### src/rtl/tsptc_pkg.sv
package tsptc_pkg;
  // ==========================================================
  // Register map
  localparam logic [7:0] TSPTC_ADDR_CTRL = 8'h04;
  localparam logic [7:0] TSPTC_ADDR_STAT = 8'h08;
  localparam int TSPTC_B_FMT_LO  = 0;
  localparam int TSPTC_B_BURST   = 8;
  localparam int TSPTC_B_STATE   = 16;
  localparam int TSPTC_B_FILL    = 22;
  localparam int TSPTC_B_UFL_EN  = 24;
  localparam int TSPTC_B_SYNC_EN = 25;
  localparam int TSPTC_B_FILLED  = 0;
  localparam int TSPTC_B_UFL     = 9;
  localparam int TSPTC_B_SYNC    = 10;

  // ==========================================================
  // Modes and states
  typedef enum logic [1:0] {
    TSPTC_FMT_188 = 2'b00,
    TSPTC_FMT_204 = 2'b01,
    TSPTC_FMT_PAD = 2'b10,
    TSPTC_FMT_RAW = 2'b11
  } tsptc_fmt_t;

  typedef enum logic [1:0] {
    TSPTC_ST_STOPPED = 2'b00,
    TSPTC_ST_PREFILL = 2'b01,
    TSPTC_ST_RSVD    = 2'b10,
    TSPTC_ST_SENDING = 2'b11
  } tsptc_state_t;

  // ==========================================================
  // Packet layout and timing
  localparam logic [7:0] TSPTC_LEN_188  = 8'd188;
  localparam logic [7:0] TSPTC_LEN_204  = 8'd204;
  localparam logic [7:0] TSPTC_SYNC     = 8'h47;
  localparam logic [7:0] TSPTC_NULL_PID_HI = 8'h1f;
  localparam logic [7:0] TSPTC_NULL_PID_LO = 8'hff;
  localparam logic [7:0] TSPTC_NULL_AFC = 8'h10;
  localparam logic [7:0] TSPTC_STUFF    = 8'hff;
  localparam logic [7:0] TSPTC_PAD      = 8'h00;
  localparam logic [7:0] TSPTC_K285     = 8'hbc;
  localparam int TSPTC_FIFO_W     = 8;
  localparam int TSPTC_FIFO_D     = 8;
  localparam logic [3:0] TSPTC_HIGH_WM   = 4'd8;
  localparam logic [3:0] TSPTC_FREE_MIN  = 4'd4;
  localparam logic [3:0] TSPTC_SLOT_DIV  = 4'd4;
endpackage : tsptc_pkg

### src/rtl/tsptc_fifo_if.sv
`timescale 1ns/1ps
`default_nettype none
// Fill and drain sides of the transmit FIFO
interface tsptc_fifo_if #(parameter int W = 8, parameter int D = 8);
  logic [W-1:0]         wr_data;
  logic                 wr_valid;
  logic                 wr_ready;
  logic [W-1:0]         rd_data;
  logic                 rd_valid;
  logic                 rd_ready;
  logic [$clog2(D):0]   count;
  logic                 clear;
  modport fifo (input wr_data, wr_valid, rd_ready, clear, output wr_ready, rd_data, rd_valid, count);
  modport user (output wr_data, wr_valid, rd_ready, clear, input wr_ready, rd_data, rd_valid, count);
endinterface : tsptc_fifo_if
`default_nettype wire

### src/rtl/tsptc_fifo.sv
`timescale 1ns/1ps
`default_nettype none
module tsptc_fifo #(
  parameter int W = 8,
  parameter int D = 8
) (
  input  wire logic  clk_sys_i,
  input  wire logic  rst_i,
  tsptc_fifo_if.fifo f
);
  localparam int AW = $clog2(D);
  logic [W-1:0] mem [D];
  logic [AW-1:0] wp_reg;
  logic [AW-1:0] rp_reg;
  logic [AW:0]   cnt_reg;
  wire           push = f.wr_valid && f.wr_ready;
  wire           pop  = f.rd_valid && f.rd_ready;

  // ==========================================================
  // Honest flags: ready drops when full, valid only with data
  assign f.wr_ready = (cnt_reg != D[AW:0]) && !f.clear;
  assign f.rd_valid = (cnt_reg != '0) && !f.clear;
  assign f.rd_data  = mem[rp_reg];
  assign f.count    = cnt_reg;

  // Storage needs no reset
  always_ff @(posedge clk_sys_i) begin
    if (push) begin
      mem[wp_reg] <= f.wr_data;
    end
  end

  // Pointers and level
  always_ff @(posedge clk_sys_i) begin
    if (rst_i || f.clear) begin
      wp_reg  <= '0;
      rp_reg  <= '0;
      cnt_reg <= '0;
    end else begin
      wp_reg  <= push ? wp_reg + 1'b1 : wp_reg;
      rp_reg  <= pop ? rp_reg + 1'b1 : rp_reg;
      cnt_reg <= cnt_reg + {{AW{1'b0}}, push} - {{AW{1'b0}}, pop};
    end
  end
endmodule : tsptc_fifo
`default_nettype wire

### src/rtl/tsptc_top.sv
`timescale 1ns/1ps
`default_nettype none
module tsptc_top (
  input  wire logic        clk_sys_i,
  input  wire logic        rst_i,
  input  wire logic [7:0]  reg_addr_i,
  input  wire logic        reg_wr_i,
  input  wire logic [31:0] reg_wdata_i,
  input  wire logic        reg_rd_i,
  output logic      [31:0] reg_rdata_o,
  input  wire logic [tsptc_pkg::TSPTC_FIFO_W-1:0] dma_data_i,
  input  wire logic        dma_valid_i,
  output logic             dma_ready_o,
  output logic             dma_req_o,
  output logic      [7:0]  tx_data_o,
  output logic             tx_k_o,
  output logic             tx_strobe_o,
  output logic             irq_o
);
  import tsptc_pkg::*;

  // ==========================================================
  // Output framer states
  typedef enum logic [2:0] {
    TSPTC_OS_START = 3'b001,
    TSPTC_OS_DATA  = 3'b010,
    TSPTC_OS_NULL  = 3'b100
  } tsptc_os_t;

  // ==========================================================
  // Control and status registers
  tsptc_fmt_t   fmt_reg;
  tsptc_state_t state_reg;
  logic         burst_reg;
  logic         fill_reg;
  logic         ufl_en_reg;
  logic         sync_en_reg;
  logic         ufl_reg;
  logic         sync_reg;
  logic [31:0]  rdata_reg;

  // Framer state
  tsptc_os_t    os_reg;
  tsptc_os_t    os_next;
  logic [7:0]   pos_reg;
  logic [7:0]   pos_next;
  logic         gap_reg;
  logic         gap_next;
  logic [3:0]   div_reg;
  logic [7:0]   data_reg;
  logic [7:0]   data_next;
  logic         k_reg;
  logic         k_next;
  logic         strobe_reg;
  logic         pop_c;
  logic         ufl_ev;
  logic         sync_ev;

  tsptc_fifo_if #(.W(TSPTC_FIFO_W), .D(TSPTC_FIFO_D)) fif ();

  tsptc_fifo #(.W(TSPTC_FIFO_W), .D(TSPTC_FIFO_D)) u_fifo (
    .clk_sys_i (clk_sys_i),
    .rst_i     (rst_i),
    .f         (fif.fifo)
  );

  // ==========================================================
  // Decoding
  wire       wr_ctrl   = reg_wr_i && (reg_addr_i == TSPTC_ADDR_CTRL);
  wire       wr_stat   = reg_wr_i && (reg_addr_i == TSPTC_ADDR_STAT);
  wire       slot      = (div_reg == TSPTC_SLOT_DIV - 4'd1);
  wire       sending   = (state_reg == TSPTC_ST_SENDING);
  wire       prefill   = (state_reg == TSPTC_ST_PREFILL);
  wire       raw_fmt   = (fmt_reg == TSPTC_FMT_RAW);
  wire       fifo_full = (fif.count == TSPTC_HIGH_WM);
  wire [3:0] free_cnt  = 4'(TSPTC_FIFO_D) - fif.count;
  // Source length in FIFO and length on the wire
  wire [7:0] src_len   = (fmt_reg == TSPTC_FMT_204) ? TSPTC_LEN_204 : TSPTC_LEN_188;
  wire [7:0] pkt_len   = (fmt_reg == TSPTC_FMT_188) ? TSPTC_LEN_188 : TSPTC_LEN_204;
  wire       last_byte = (pos_reg == pkt_len - 8'd1);
  // Null packet header, stuffing payload, zero tail beyond 188
  wire [7:0] null_byte = (pos_reg == 8'd1) ? TSPTC_NULL_PID_HI :
                         (pos_reg == 8'd2) ? TSPTC_NULL_PID_LO :
                         (pos_reg == 8'd3) ? TSPTC_NULL_AFC :
                         (pos_reg >= TSPTC_LEN_188) ? TSPTC_PAD : TSPTC_STUFF;

  // DMA requests: never when stopped, until watermark in prefill, on free space in sending
  assign dma_req_o   = (prefill && !fifo_full) ||
                       (sending && (free_cnt >= TSPTC_FREE_MIN));
  assign dma_ready_o = fif.wr_ready && (state_reg != TSPTC_ST_STOPPED);
  assign fif.wr_data  = dma_data_i;
  assign fif.wr_valid = dma_valid_i && (state_reg != TSPTC_ST_STOPPED);
  assign fif.rd_ready = pop_c;
  assign fif.clear    = 1'b0;

  // ==========================================================
  // Framer decision for one output slot
  always_comb begin
    os_next   = os_reg;
    pos_next  = pos_reg;
    gap_next  = gap_reg;
    data_next = TSPTC_K285;
    k_next    = 1'b1;
    pop_c     = 1'b0;
    ufl_ev    = 1'b0;
    sync_ev   = 1'b0;
    if (slot) begin
      if (raw_fmt) begin
        // Every byte popped is sent; null fill is never inserted
        if (sending && fif.rd_valid && !gap_reg) begin
          pop_c     = 1'b1;
          data_next = fif.rd_data;
          k_next    = 1'b0;
          gap_next  = !burst_reg;
        end else begin
          gap_next  = 1'b0;
          ufl_ev    = sending && !fif.rd_valid;
        end
      end else begin
        case (os_reg)
          TSPTC_OS_START: begin
            if (sending && fif.rd_valid) begin
              pop_c = 1'b1;
              if (fif.rd_data == TSPTC_SYNC) begin
                data_next = fif.rd_data;
                k_next    = 1'b0;
                pos_next  = 8'd1;
                gap_next  = !burst_reg;
                os_next   = TSPTC_OS_DATA;
              end else begin
                // Misplaced sync: drop byte and keep hunting
                sync_ev   = 1'b1;
              end
            end else if (fill_reg) begin
              data_next = TSPTC_SYNC;
              k_next    = 1'b0;
              pos_next  = 8'd1;
              os_next   = TSPTC_OS_NULL;
              ufl_ev    = sending;
            end else begin
              ufl_ev    = sending;
            end
          end
          TSPTC_OS_DATA: begin
            if (gap_reg) begin
              gap_next  = 1'b0;
            end else if (pos_reg >= src_len) begin
              data_next = TSPTC_PAD;
              k_next    = 1'b0;
            end else if (sending && fif.rd_valid) begin
              pop_c     = 1'b1;
              data_next = fif.rd_data;
              k_next    = 1'b0;
            end else begin
              ufl_ev    = sending;
            end
            if (!k_next) begin
              gap_next = !burst_reg;
              pos_next = last_byte ? 8'd0 : pos_reg + 8'd1;
              os_next  = last_byte ? TSPTC_OS_START : TSPTC_OS_DATA;
            end
          end
          TSPTC_OS_NULL: begin
            data_next = null_byte;
            k_next    = 1'b0;
            pos_next  = last_byte ? 8'd0 : pos_reg + 8'd1;
            os_next   = last_byte ? TSPTC_OS_START : TSPTC_OS_NULL;
          end
          default: begin
            os_next  = TSPTC_OS_START;
            pos_next = 8'd0;
          end
        endcase
      end
    end
  end

  // ==========================================================
  // Slot divider: one byte slot every few system cycles
  always_ff @(posedge clk_sys_i) begin
    if (rst_i) begin
      div_reg <= 4'd0;
    end else begin
      div_reg <= slot ? 4'd0 : div_reg + 4'd1;
    end
  end

  // Framer registers; output byte is registered with its strobe
  always_ff @(posedge clk_sys_i) begin
    if (rst_i) begin
      os_reg     <= TSPTC_OS_START;
      pos_reg    <= 8'd0;
      gap_reg    <= 1'b0;
      data_reg   <= TSPTC_K285;
      k_reg      <= 1'b1;
      strobe_reg <= 1'b0;
    end else begin
      os_reg     <= os_next;
      pos_reg    <= pos_next;
      gap_reg    <= gap_next;
      data_reg   <= slot ? data_next : data_reg;
      k_reg      <= slot ? k_next : k_reg;
      strobe_reg <= slot;
    end
  end

  // ==========================================================
  // Control register; a reserved state value keeps the old state, other fields still load
  always_ff @(posedge clk_sys_i) begin
    if (rst_i) begin
      fmt_reg     <= TSPTC_FMT_188;
      state_reg   <= TSPTC_ST_STOPPED;
      burst_reg   <= 1'b0;
      fill_reg    <= 1'b0;
      ufl_en_reg  <= 1'b0;
      sync_en_reg <= 1'b0;
    end else if (wr_ctrl) begin
      fmt_reg     <= tsptc_fmt_t'(reg_wdata_i[TSPTC_B_FMT_LO +: 2]);
      if (reg_wdata_i[TSPTC_B_STATE +: 2] != TSPTC_ST_RSVD) begin
        state_reg <= tsptc_state_t'(reg_wdata_i[TSPTC_B_STATE +: 2]);
      end
      burst_reg   <= reg_wdata_i[TSPTC_B_BURST];
      fill_reg    <= reg_wdata_i[TSPTC_B_FILL];
      ufl_en_reg  <= reg_wdata_i[TSPTC_B_UFL_EN];
      sync_en_reg <= reg_wdata_i[TSPTC_B_SYNC_EN];
    end
  end

  // Sticky flags: a new event beats a same-cycle clear
  always_ff @(posedge clk_sys_i) begin
    if (rst_i) begin
      ufl_reg  <= 1'b0;
      sync_reg <= 1'b0;
    end else begin
      ufl_reg  <= ufl_ev || (ufl_reg && !(wr_stat && reg_wdata_i[TSPTC_B_UFL]));
      sync_reg <= sync_ev || (sync_reg && !(wr_stat && reg_wdata_i[TSPTC_B_SYNC]));
    end
  end

  // Read data; unmapped offsets read as zero
  wire [31:0] ctrl_rd = (32'(fmt_reg) << TSPTC_B_FMT_LO) | (32'(burst_reg) << TSPTC_B_BURST) |
                        (32'(state_reg) << TSPTC_B_STATE) | (32'(fill_reg) << TSPTC_B_FILL) |
                        (32'(ufl_en_reg) << TSPTC_B_UFL_EN) | (32'(sync_en_reg) << TSPTC_B_SYNC_EN);
  wire [31:0] stat_rd = (32'(fifo_full) << TSPTC_B_FILLED) | (32'(ufl_reg) << TSPTC_B_UFL) |
                        (32'(sync_reg) << TSPTC_B_SYNC);
  wire [31:0] rd_mux  = (reg_addr_i == TSPTC_ADDR_CTRL) ? ctrl_rd :
                        (reg_addr_i == TSPTC_ADDR_STAT) ? stat_rd : 32'h0000_0000;

  always_ff @(posedge clk_sys_i) begin
    if (rst_i) begin
      rdata_reg <= 32'h0000_0000;
    end else if (reg_rd_i) begin
      rdata_reg <= rd_mux;
    end
  end

  // ==========================================================
  // Outputs
  assign reg_rdata_o = rdata_reg;
  assign tx_data_o   = data_reg;
  assign tx_k_o      = k_reg;
  assign tx_strobe_o = strobe_reg;
  assign irq_o       = (ufl_reg && ufl_en_reg) || (sync_reg && sync_en_reg);
endmodule : tsptc_top
`default_nettype wire

### config.mk
export PLATFORM = sky130hd
export DESIGN_NAME = tsptc_top
export DESIGN_NICKNAME = d
export VERILOG_FILES = /design/src/rtl/tsptc_pkg.sv /design/src/rtl/tsptc_fifo_if.sv /design/src/rtl/tsptc_fifo.sv /design/src/rtl/tsptc_top.sv
export SDC_FILE = /design/constraint.sdc
export NUM_CORES = 1
export LEC_CHECK = 0
export BUFFER_PORTS_ARGS = -buffer_cell sky130_fd_sc_hd__buf_4
export CORE_UTILIZATION = 50
export DETAILED_ROUTE_END_ITERATION = 10
export PLACE_DENSITY = 0.72
export SLEW_MARGIN = 20
export SYNTH_ARGS = -nofsm -noshare
export SYNTH_HDL_FRONTEND = slang
export SYNTH_SLANG_ARGS = --single-unit
### constraint.sdc
create_clock -name clk_sys_i -period 6.08 [get_ports clk_sys_i]
set_input_delay 0.304 -clock clk_sys_i [delete_from_list [all_inputs] [get_ports clk_sys_i]]
set_output_delay 0.304 -clock clk_sys_i [all_outputs]
set_load 0.1 [all_outputs]
== Word-level counts from Yosys, hierarchy flattened ==
Memory sizes are Yosys's and may differ from the RTL's. A register that Yosys moved wholly into a read port is not among the register bits.
Index checks and enable logic that the tools add are counted.
W data, S select, Z words.
Word-level totals
  bits in registers: 78
  bits in writable memories: 64
  output and inout bits: 45
  word-level logic and storage cells: 167
  memories kept: 1
Operators by class
  add/sub/neg operators: 8
  $lt $le $gt $ge: 3
  equal/unequal tests: 23
  muxes and demuxes: 70
  bitwise logic cells: 8
  reduce and logical (&&, ||, !) cells: 35
Memories
  u_fifo.mem: depth 8, bits a word 8, read ports 1, clocked after Yosys merged registers in 1, wr ports 1, line tsptc_fifo.sv:12  | logic [W-1:0] mem [D];
Operator list (number)
  $mux W8: 17
  $pmux W8 S3: 2
  $mux W1: 34
  $mux W26: 1
  $or A25 B26 Y26: 1
  $or A23 B25 Y25: 1
  $or A18 B23 Y23: 1
  $mux W3: 7
  $or A9 B18 Y18: 1
  $logic_and A1 B1 Y1: 17
  $eq A8 B2 Y1 const B: 2
  $mux W7: 2
  $ne A3 B3 Y1 const B: 4
  $mux W11: 1
  $or A10 B11 Y11: 1
  $or A1 B10 Y10: 1
  $or A2 B9 Y9: 1
  $pmux W3 S3: 1
  $add A8 B1 Y8 const B: 1
  $eq A8 B1 Y1 const B: 1
  $eq A8 B3 Y1 const B: 1
  $eq A8 B4 Y1 const B: 1
  $eq A8 B7 Y1 const B: 1
  $eq A8 B8 Y1: 1
  other kinds (32): 46

== Depth between registers and ports, before layout ==
  depth after elaboration: 11
  depth in mapped cells: 14
  depth with buffers taken out: 14

== Cells and area by module ==
From an unflattened synthesis, not the netlist that was laid out.
Unflattened totals
  cells, all modules: 513
  area, all modules: 5988.2 µm²
Modules (own cells, without submodules)
  tsptc_fifo: instances 1, cells an instance 174, area each 3184.3 µm², sequential area each 2182.1 µm²
  tsptc_top: instances 1, cells an instance 339, area each 2803.9 µm², sequential area each 920.9 µm²

== Worst setup path before layout ==
Ideal clock, no wire load.
  path type: register -> register
  start: register u_fifo.cnt_reg[2] (netlist: u_fifo.f.count[2])
  end: memory u_fifo.mem[0][0], enable pin
  arrival: 3.318 ns
  setup slack: 2.379 ns
  cell stages (with the launch flop): 8
  buffers on the path: 1
  path through: dfxtp_1 inv_1 ha_1 a21oi_1 and2_1 clkbuf_1 nand2b_1 nor3_1
Between the ends
  longest elaborated chain between the ends: 4
RTL lines
  start: declaration: line tsptc_fifo.sv:15  | logic [AW:0] cnt_reg;
  start signal: assignment: line tsptc_fifo.sv:42  | cnt_reg <= cnt_reg + {{AW{1'b0}}, push} - {{AW{1'b0}}, pop};
  $ne A4 B4 Y1: line tsptc_fifo.sv:21  | assign f.wr_ready = (cnt_reg != D[AW:0]) && !f.clear;
  $logic_and A1 B1 Y1: line tsptc_fifo.sv:16  | wire push = f.wr_valid && f.wr_ready;
  via u_fifo.push: line tsptc_fifo.sv:16
  $mux W1: line tsptc_fifo.sv:28  | if (push) begin
  $mux W1 (not written as such): line tsptc_fifo.sv:29  | mem[wp_reg] <= f.wr_data;
  end: declaration: line tsptc_fifo.sv:12
The timed path passes the listed nets, and every way through them passes these cells.

== Worst setup path in the final report ==
  start: register fmt_reg[0]
  end: register u_fifo.cnt_reg[3] (netlist: u_fifo.f.count[3])
Between the ends
  longest elaborated chain between the ends: 10
  elaborated cells on any way between the ends: 11
RTL lines
  start: declaration: line tsptc_top.sv:32  | tsptc_fmt_t fmt_reg;
  start signal: assignment: line tsptc_top.sv:218  | fmt_reg <= tsptc_fmt_t'(reg_wdata_i[TSPTC_B_FMT_LO +: 2]);
  $eq A2 B1 Y1: line tsptc_top.sv:78  | wire [7:0] src_len = (fmt_reg == TSPTC_FMT_204) ? TSPTC_LEN_204 : TSPTC_LEN_188;
  $mux W7: line tsptc_top.sv:78
  $ge A8 B8 Y1: line tsptc_top.sv:147  | end else if (pos_reg >= src_len) begin
  $mux W1: line tsptc_top.sv:147
  $mux W1: line tsptc_top.sv:145  | if (gap_reg) begin
  $pmux W1 S2: line tsptc_top.sv:120  | case (os_reg)
  $mux W1 (*): line tsptc_top.sv:108  | if (raw_fmt) begin
  $mux W1 (*): line tsptc_top.sv:107  | if (slot) begin
  $logic_and A1 B1 Y1 (*): line tsptc_fifo.sv:17  | wire pop = f.rd_valid && f.rd_ready;
  via u_fifo.pop: line tsptc_fifo.sv:17
  $sub A4 B1 Y4 (*): line tsptc_fifo.sv:42
Mark *: on every way through the listed nets, which the timed path passes. The rest lies on a longest branch.
A chain may end at the register's enable or synchronous reset.

==> summary.txt <==
Status -> finished, final reports clean
Most used DFF post-synth -> edfxtp_1
Routed len/inst -> 17.5 um
Vias in the first global route -> 4268
Max Cap Viol -> 0
Worst-skew pair later-pin latency -> 0.42 ns
Via count -> 4424
Clock sink count -> 123
Die footprint -> 12300 um^2
Worst VDD drop -> 0.000345 V
Initial antenna violation count -> 0
Critical Path Source Type -> flip-flop
Slowest-stage cell, CP -> a222oi_1
Clk network pwr share -> 48.1%
Number of flip-flops in the largest register -> 64
Root Driver -> clkbuf_16
Mapped Cells -> 535
Buffers on Ports -> 53
Average size of a mapped cell -> 11.0 um^2
Post-route insts no fill -> 744
Critical Path AT -> 3.96 ns
Largest net degree at the start of global routing -> 43
Post-synthesis simple-gate area fraction -> 16.1%
Final core utilization -> 60.2%
Pwr dens -> 288 nW/um^2
Largest family of logic cells by synthesized area -> simple AND/OR/NAND/NOR gates
Die width -> 111 um
Hold buffer count at cts -> 0
Total placed cells including tap cells -> 712
Compound-Gate Fraction of Synth Area -> 13.5%
Crit path required time -> 6.42 ns
Max Buffers Root-to-Sink -> 2
Cts repair resizes -> 0
RSZ-0062 raised after global routing -> false
Slew Viols, Final -> 0
Ys Warns -> 0
Seq pwr share -> 44.7%
Setup-failing EPs final -> 0
Grt ovf -> 0
GRT Util Overall -> 22.2%
Initial Util -> 51.5%
Critical path, cell by cell -> nand2b_1 -> ha_1 -> nand4_1 -> a222oi_1 -> o21ai_0 -> a31oi_1 -> a21oi_1 -> ha_1 -> inv_1 -> ha_1 -> a21oi_1 -> nor2_1 -> or3_1 -> a21oi_1
Mux share of post-synthesis cell area -> 8.22%
Area growth syn-to-layout -> 16.9%
FMAX -> 0.277 GHz
Postcts setup bufs -> 0
CTS tree -> done
Drt total wl -> 13000 um
Die height -> 111 um
Seq/Total Area, Yosys -> 52.5%
Xor-xnor portion of the synthesized cell area -> 0.741%
Adder-cell area share of the yosys netlist -> 3.52%
Buffer and inverter count on the worst path -> 1
H-tree Lvls -> 4
I/O Pins -> 98
Clk_skew -> 0.00699 ns
Crit path kind -> flip-flop to flip-flop
Worst path max stage delay -> 0.48 ns
Final hold vios -> 0
CP max FO -> 8
Row cnt -> 39
Nets -> 657
Post-synthesis register bit count -> 123
EDFF count, synth -> 64
TNS Setup -> 0 ns
Worst Hold Class -> input port to flip-flop
Leakage dissipation -> 2.41 nW
Num CTS Buffers -> 17
Via/cell ratio -> 5.95
Layout cells sized above 1 -> 19.0%
Final-layout fill cell count -> 939
Sw frac -> 23.9%
Antenna Nets Post-Route -> 0
Post-DP HPWL -> 9030 um
Slew headroom -> 33.7%
Synthesized cell area -> 5910 um^2
Pre-antenna DRT Iters -> 6
Tcrit/Tclk final -> 59.4%
Async S/R FF share, synth -> 0%
Final routed DRC violation total -> 0
P_sw -> 476 uW
Clock transition at the registers of the reported paths -> 0.06 ns
Top delay family on crit path -> compound AO/OA/AOI/OAI gates
Starting DRT DRC Count -> 320
First-pass GRT wire length -> 21000 um
Comb power frac -> 7.3%
Yosys cell types -> 70
Worst slew pin tran -> 0.989 ns
Final Critical Period -> 3.61 ns
Routability cong. -> 0.942
Number of antenna diodes -> 0
Largest reg by FF count -> u_fifo.mem
Crit end category -> flip-flop
CORE AREA -> 11500 um^2
Int Power -> 1.51 mW
-- cells in the final DEF (no fill, tap or decap), drive strengths merged, types with 4 or more instances in the layout --
| cell type | instances |
|---|---|
| a211oi | 7 |
| a21oi | 31 |
| a311oi | 4 |
| a31oi | 6 |
| and2 | 4 |
| and3 | 6 |
| buf | 56 |
| clkbuf | 20 |
| clkinv | 7 |
| conb | 22 |
| dfxtp | 59 |
| edfxtp | 64 |
| ha | 15 |
| inv | 17 |
| mux2 | 4 |
| mux2i | 8 |
| mux4 | 16 |
| nand2 | 35 |
| nand2b | 15 |
| nand3 | 32 |
| nor2 | 51 |
| nor2b | 7 |
| nor3 | 9 |
| nor3b | 6 |
| o2111ai | 6 |
| o21ai | 20 |
| o311ai | 8 |
| or3b | 4 |
-- routing by layer --
metal	up-vias	GRT usage (%)	routed length, um
li1	2099	-	-
met1	2147	26.7	5440
met2	151	37.4	6670
met3	27	6.67	670
met4	0	8.89	250
met5	-	0	0
-- power groups by stage --
stage	Combinational, mW	Sequential, mW	Clock, mW
2_1_floorplan	0.116	0.910	0
3_3_place_gp	0.141	0.906	0
3_5_place_dp	0.144	0.906	0
4_1_cts	0.144	0.889	0.965
5_1_grt	0.151	0.889	1.01
6_report	0.144	0.889	0.956
-- final cells by class --
class                           instances  area [um^2]  area share [%]
Sequential cell                       123         3100            45.0
Multi-Input combinational cell        374         2580            37.4
Clock buffer                           20          437            6.33
Timing Repair Buffer                   56          420            6.09
Tap cell                              143          179            2.59
Clock inverter                         12          123            1.78
Inverter                               16         60.1           0.870
-- cell families after synthesis --
logic type                 count (synthesis)
AOI/OAI and AO/OA                        117
xor gates and xnor gates                   5
buffers and inverters                     59
muxes                                     28
and+or+nand+nor                          186
adders and majority gates                 16
other                                      1
DFF                                      123
-- worst paths after layout --
kind	startpoint	endpoint	slack, ns	cells past startpoint
setup / recovery	fmt_reg[0]$_SDFFE_PP0P_	u_fifo.f.count[3]$_SDFF_PP0_	2.47	14
hold / removal	dma_data_i[0]	u_fifo.mem[1][0]$_DFFE_PP_	0.11	1
setup reg to reg	fmt_reg[0]$_SDFFE_PP0P_	u_fifo.f.count[3]$_SDFF_PP0_	2.47	14
hold reg to reg	div_reg[0]$_SDFF_PP0_	div_reg[0]$_SDFF_PP0_	0.46	1
-- synthesized netlist by cell type (15+ instances only) --
cell type  count  area, um^2
ha_1          15         188
inv_1         15        56.3
a21oi_1       31         155
clkbuf_1      15        56.3
nand3_1       31         155
nand2_1       35         131
nand2b_1      15        93.8
buf_4         23         173
mux4_2        16         360
edfxtp_1      64        1920
dfxtp_1       59        1180
nor2_1        51         191
o21ai_0       19        95.1
-- metrics by stage --
stage / hold WS (ns) / power, mW / setup slack, ns / instance area, um^2
after global placement: 0.439 / 1.05 / 2.60 / 6340
final: 0.111 / 1.99 / 2.47 / 6900
after detailed placement: 0.458 / 1.05 / 2.54 / 6340
after floorplan: 0.403 / 1.03 / 2.38 / 5990
after CTS: 0.101 / 2.00 / 2.51 / 6900
after global routing: 0.102 / 2.05 / 2.10 / 6900
Note: power is estimated with default switching activity, not from simulation.
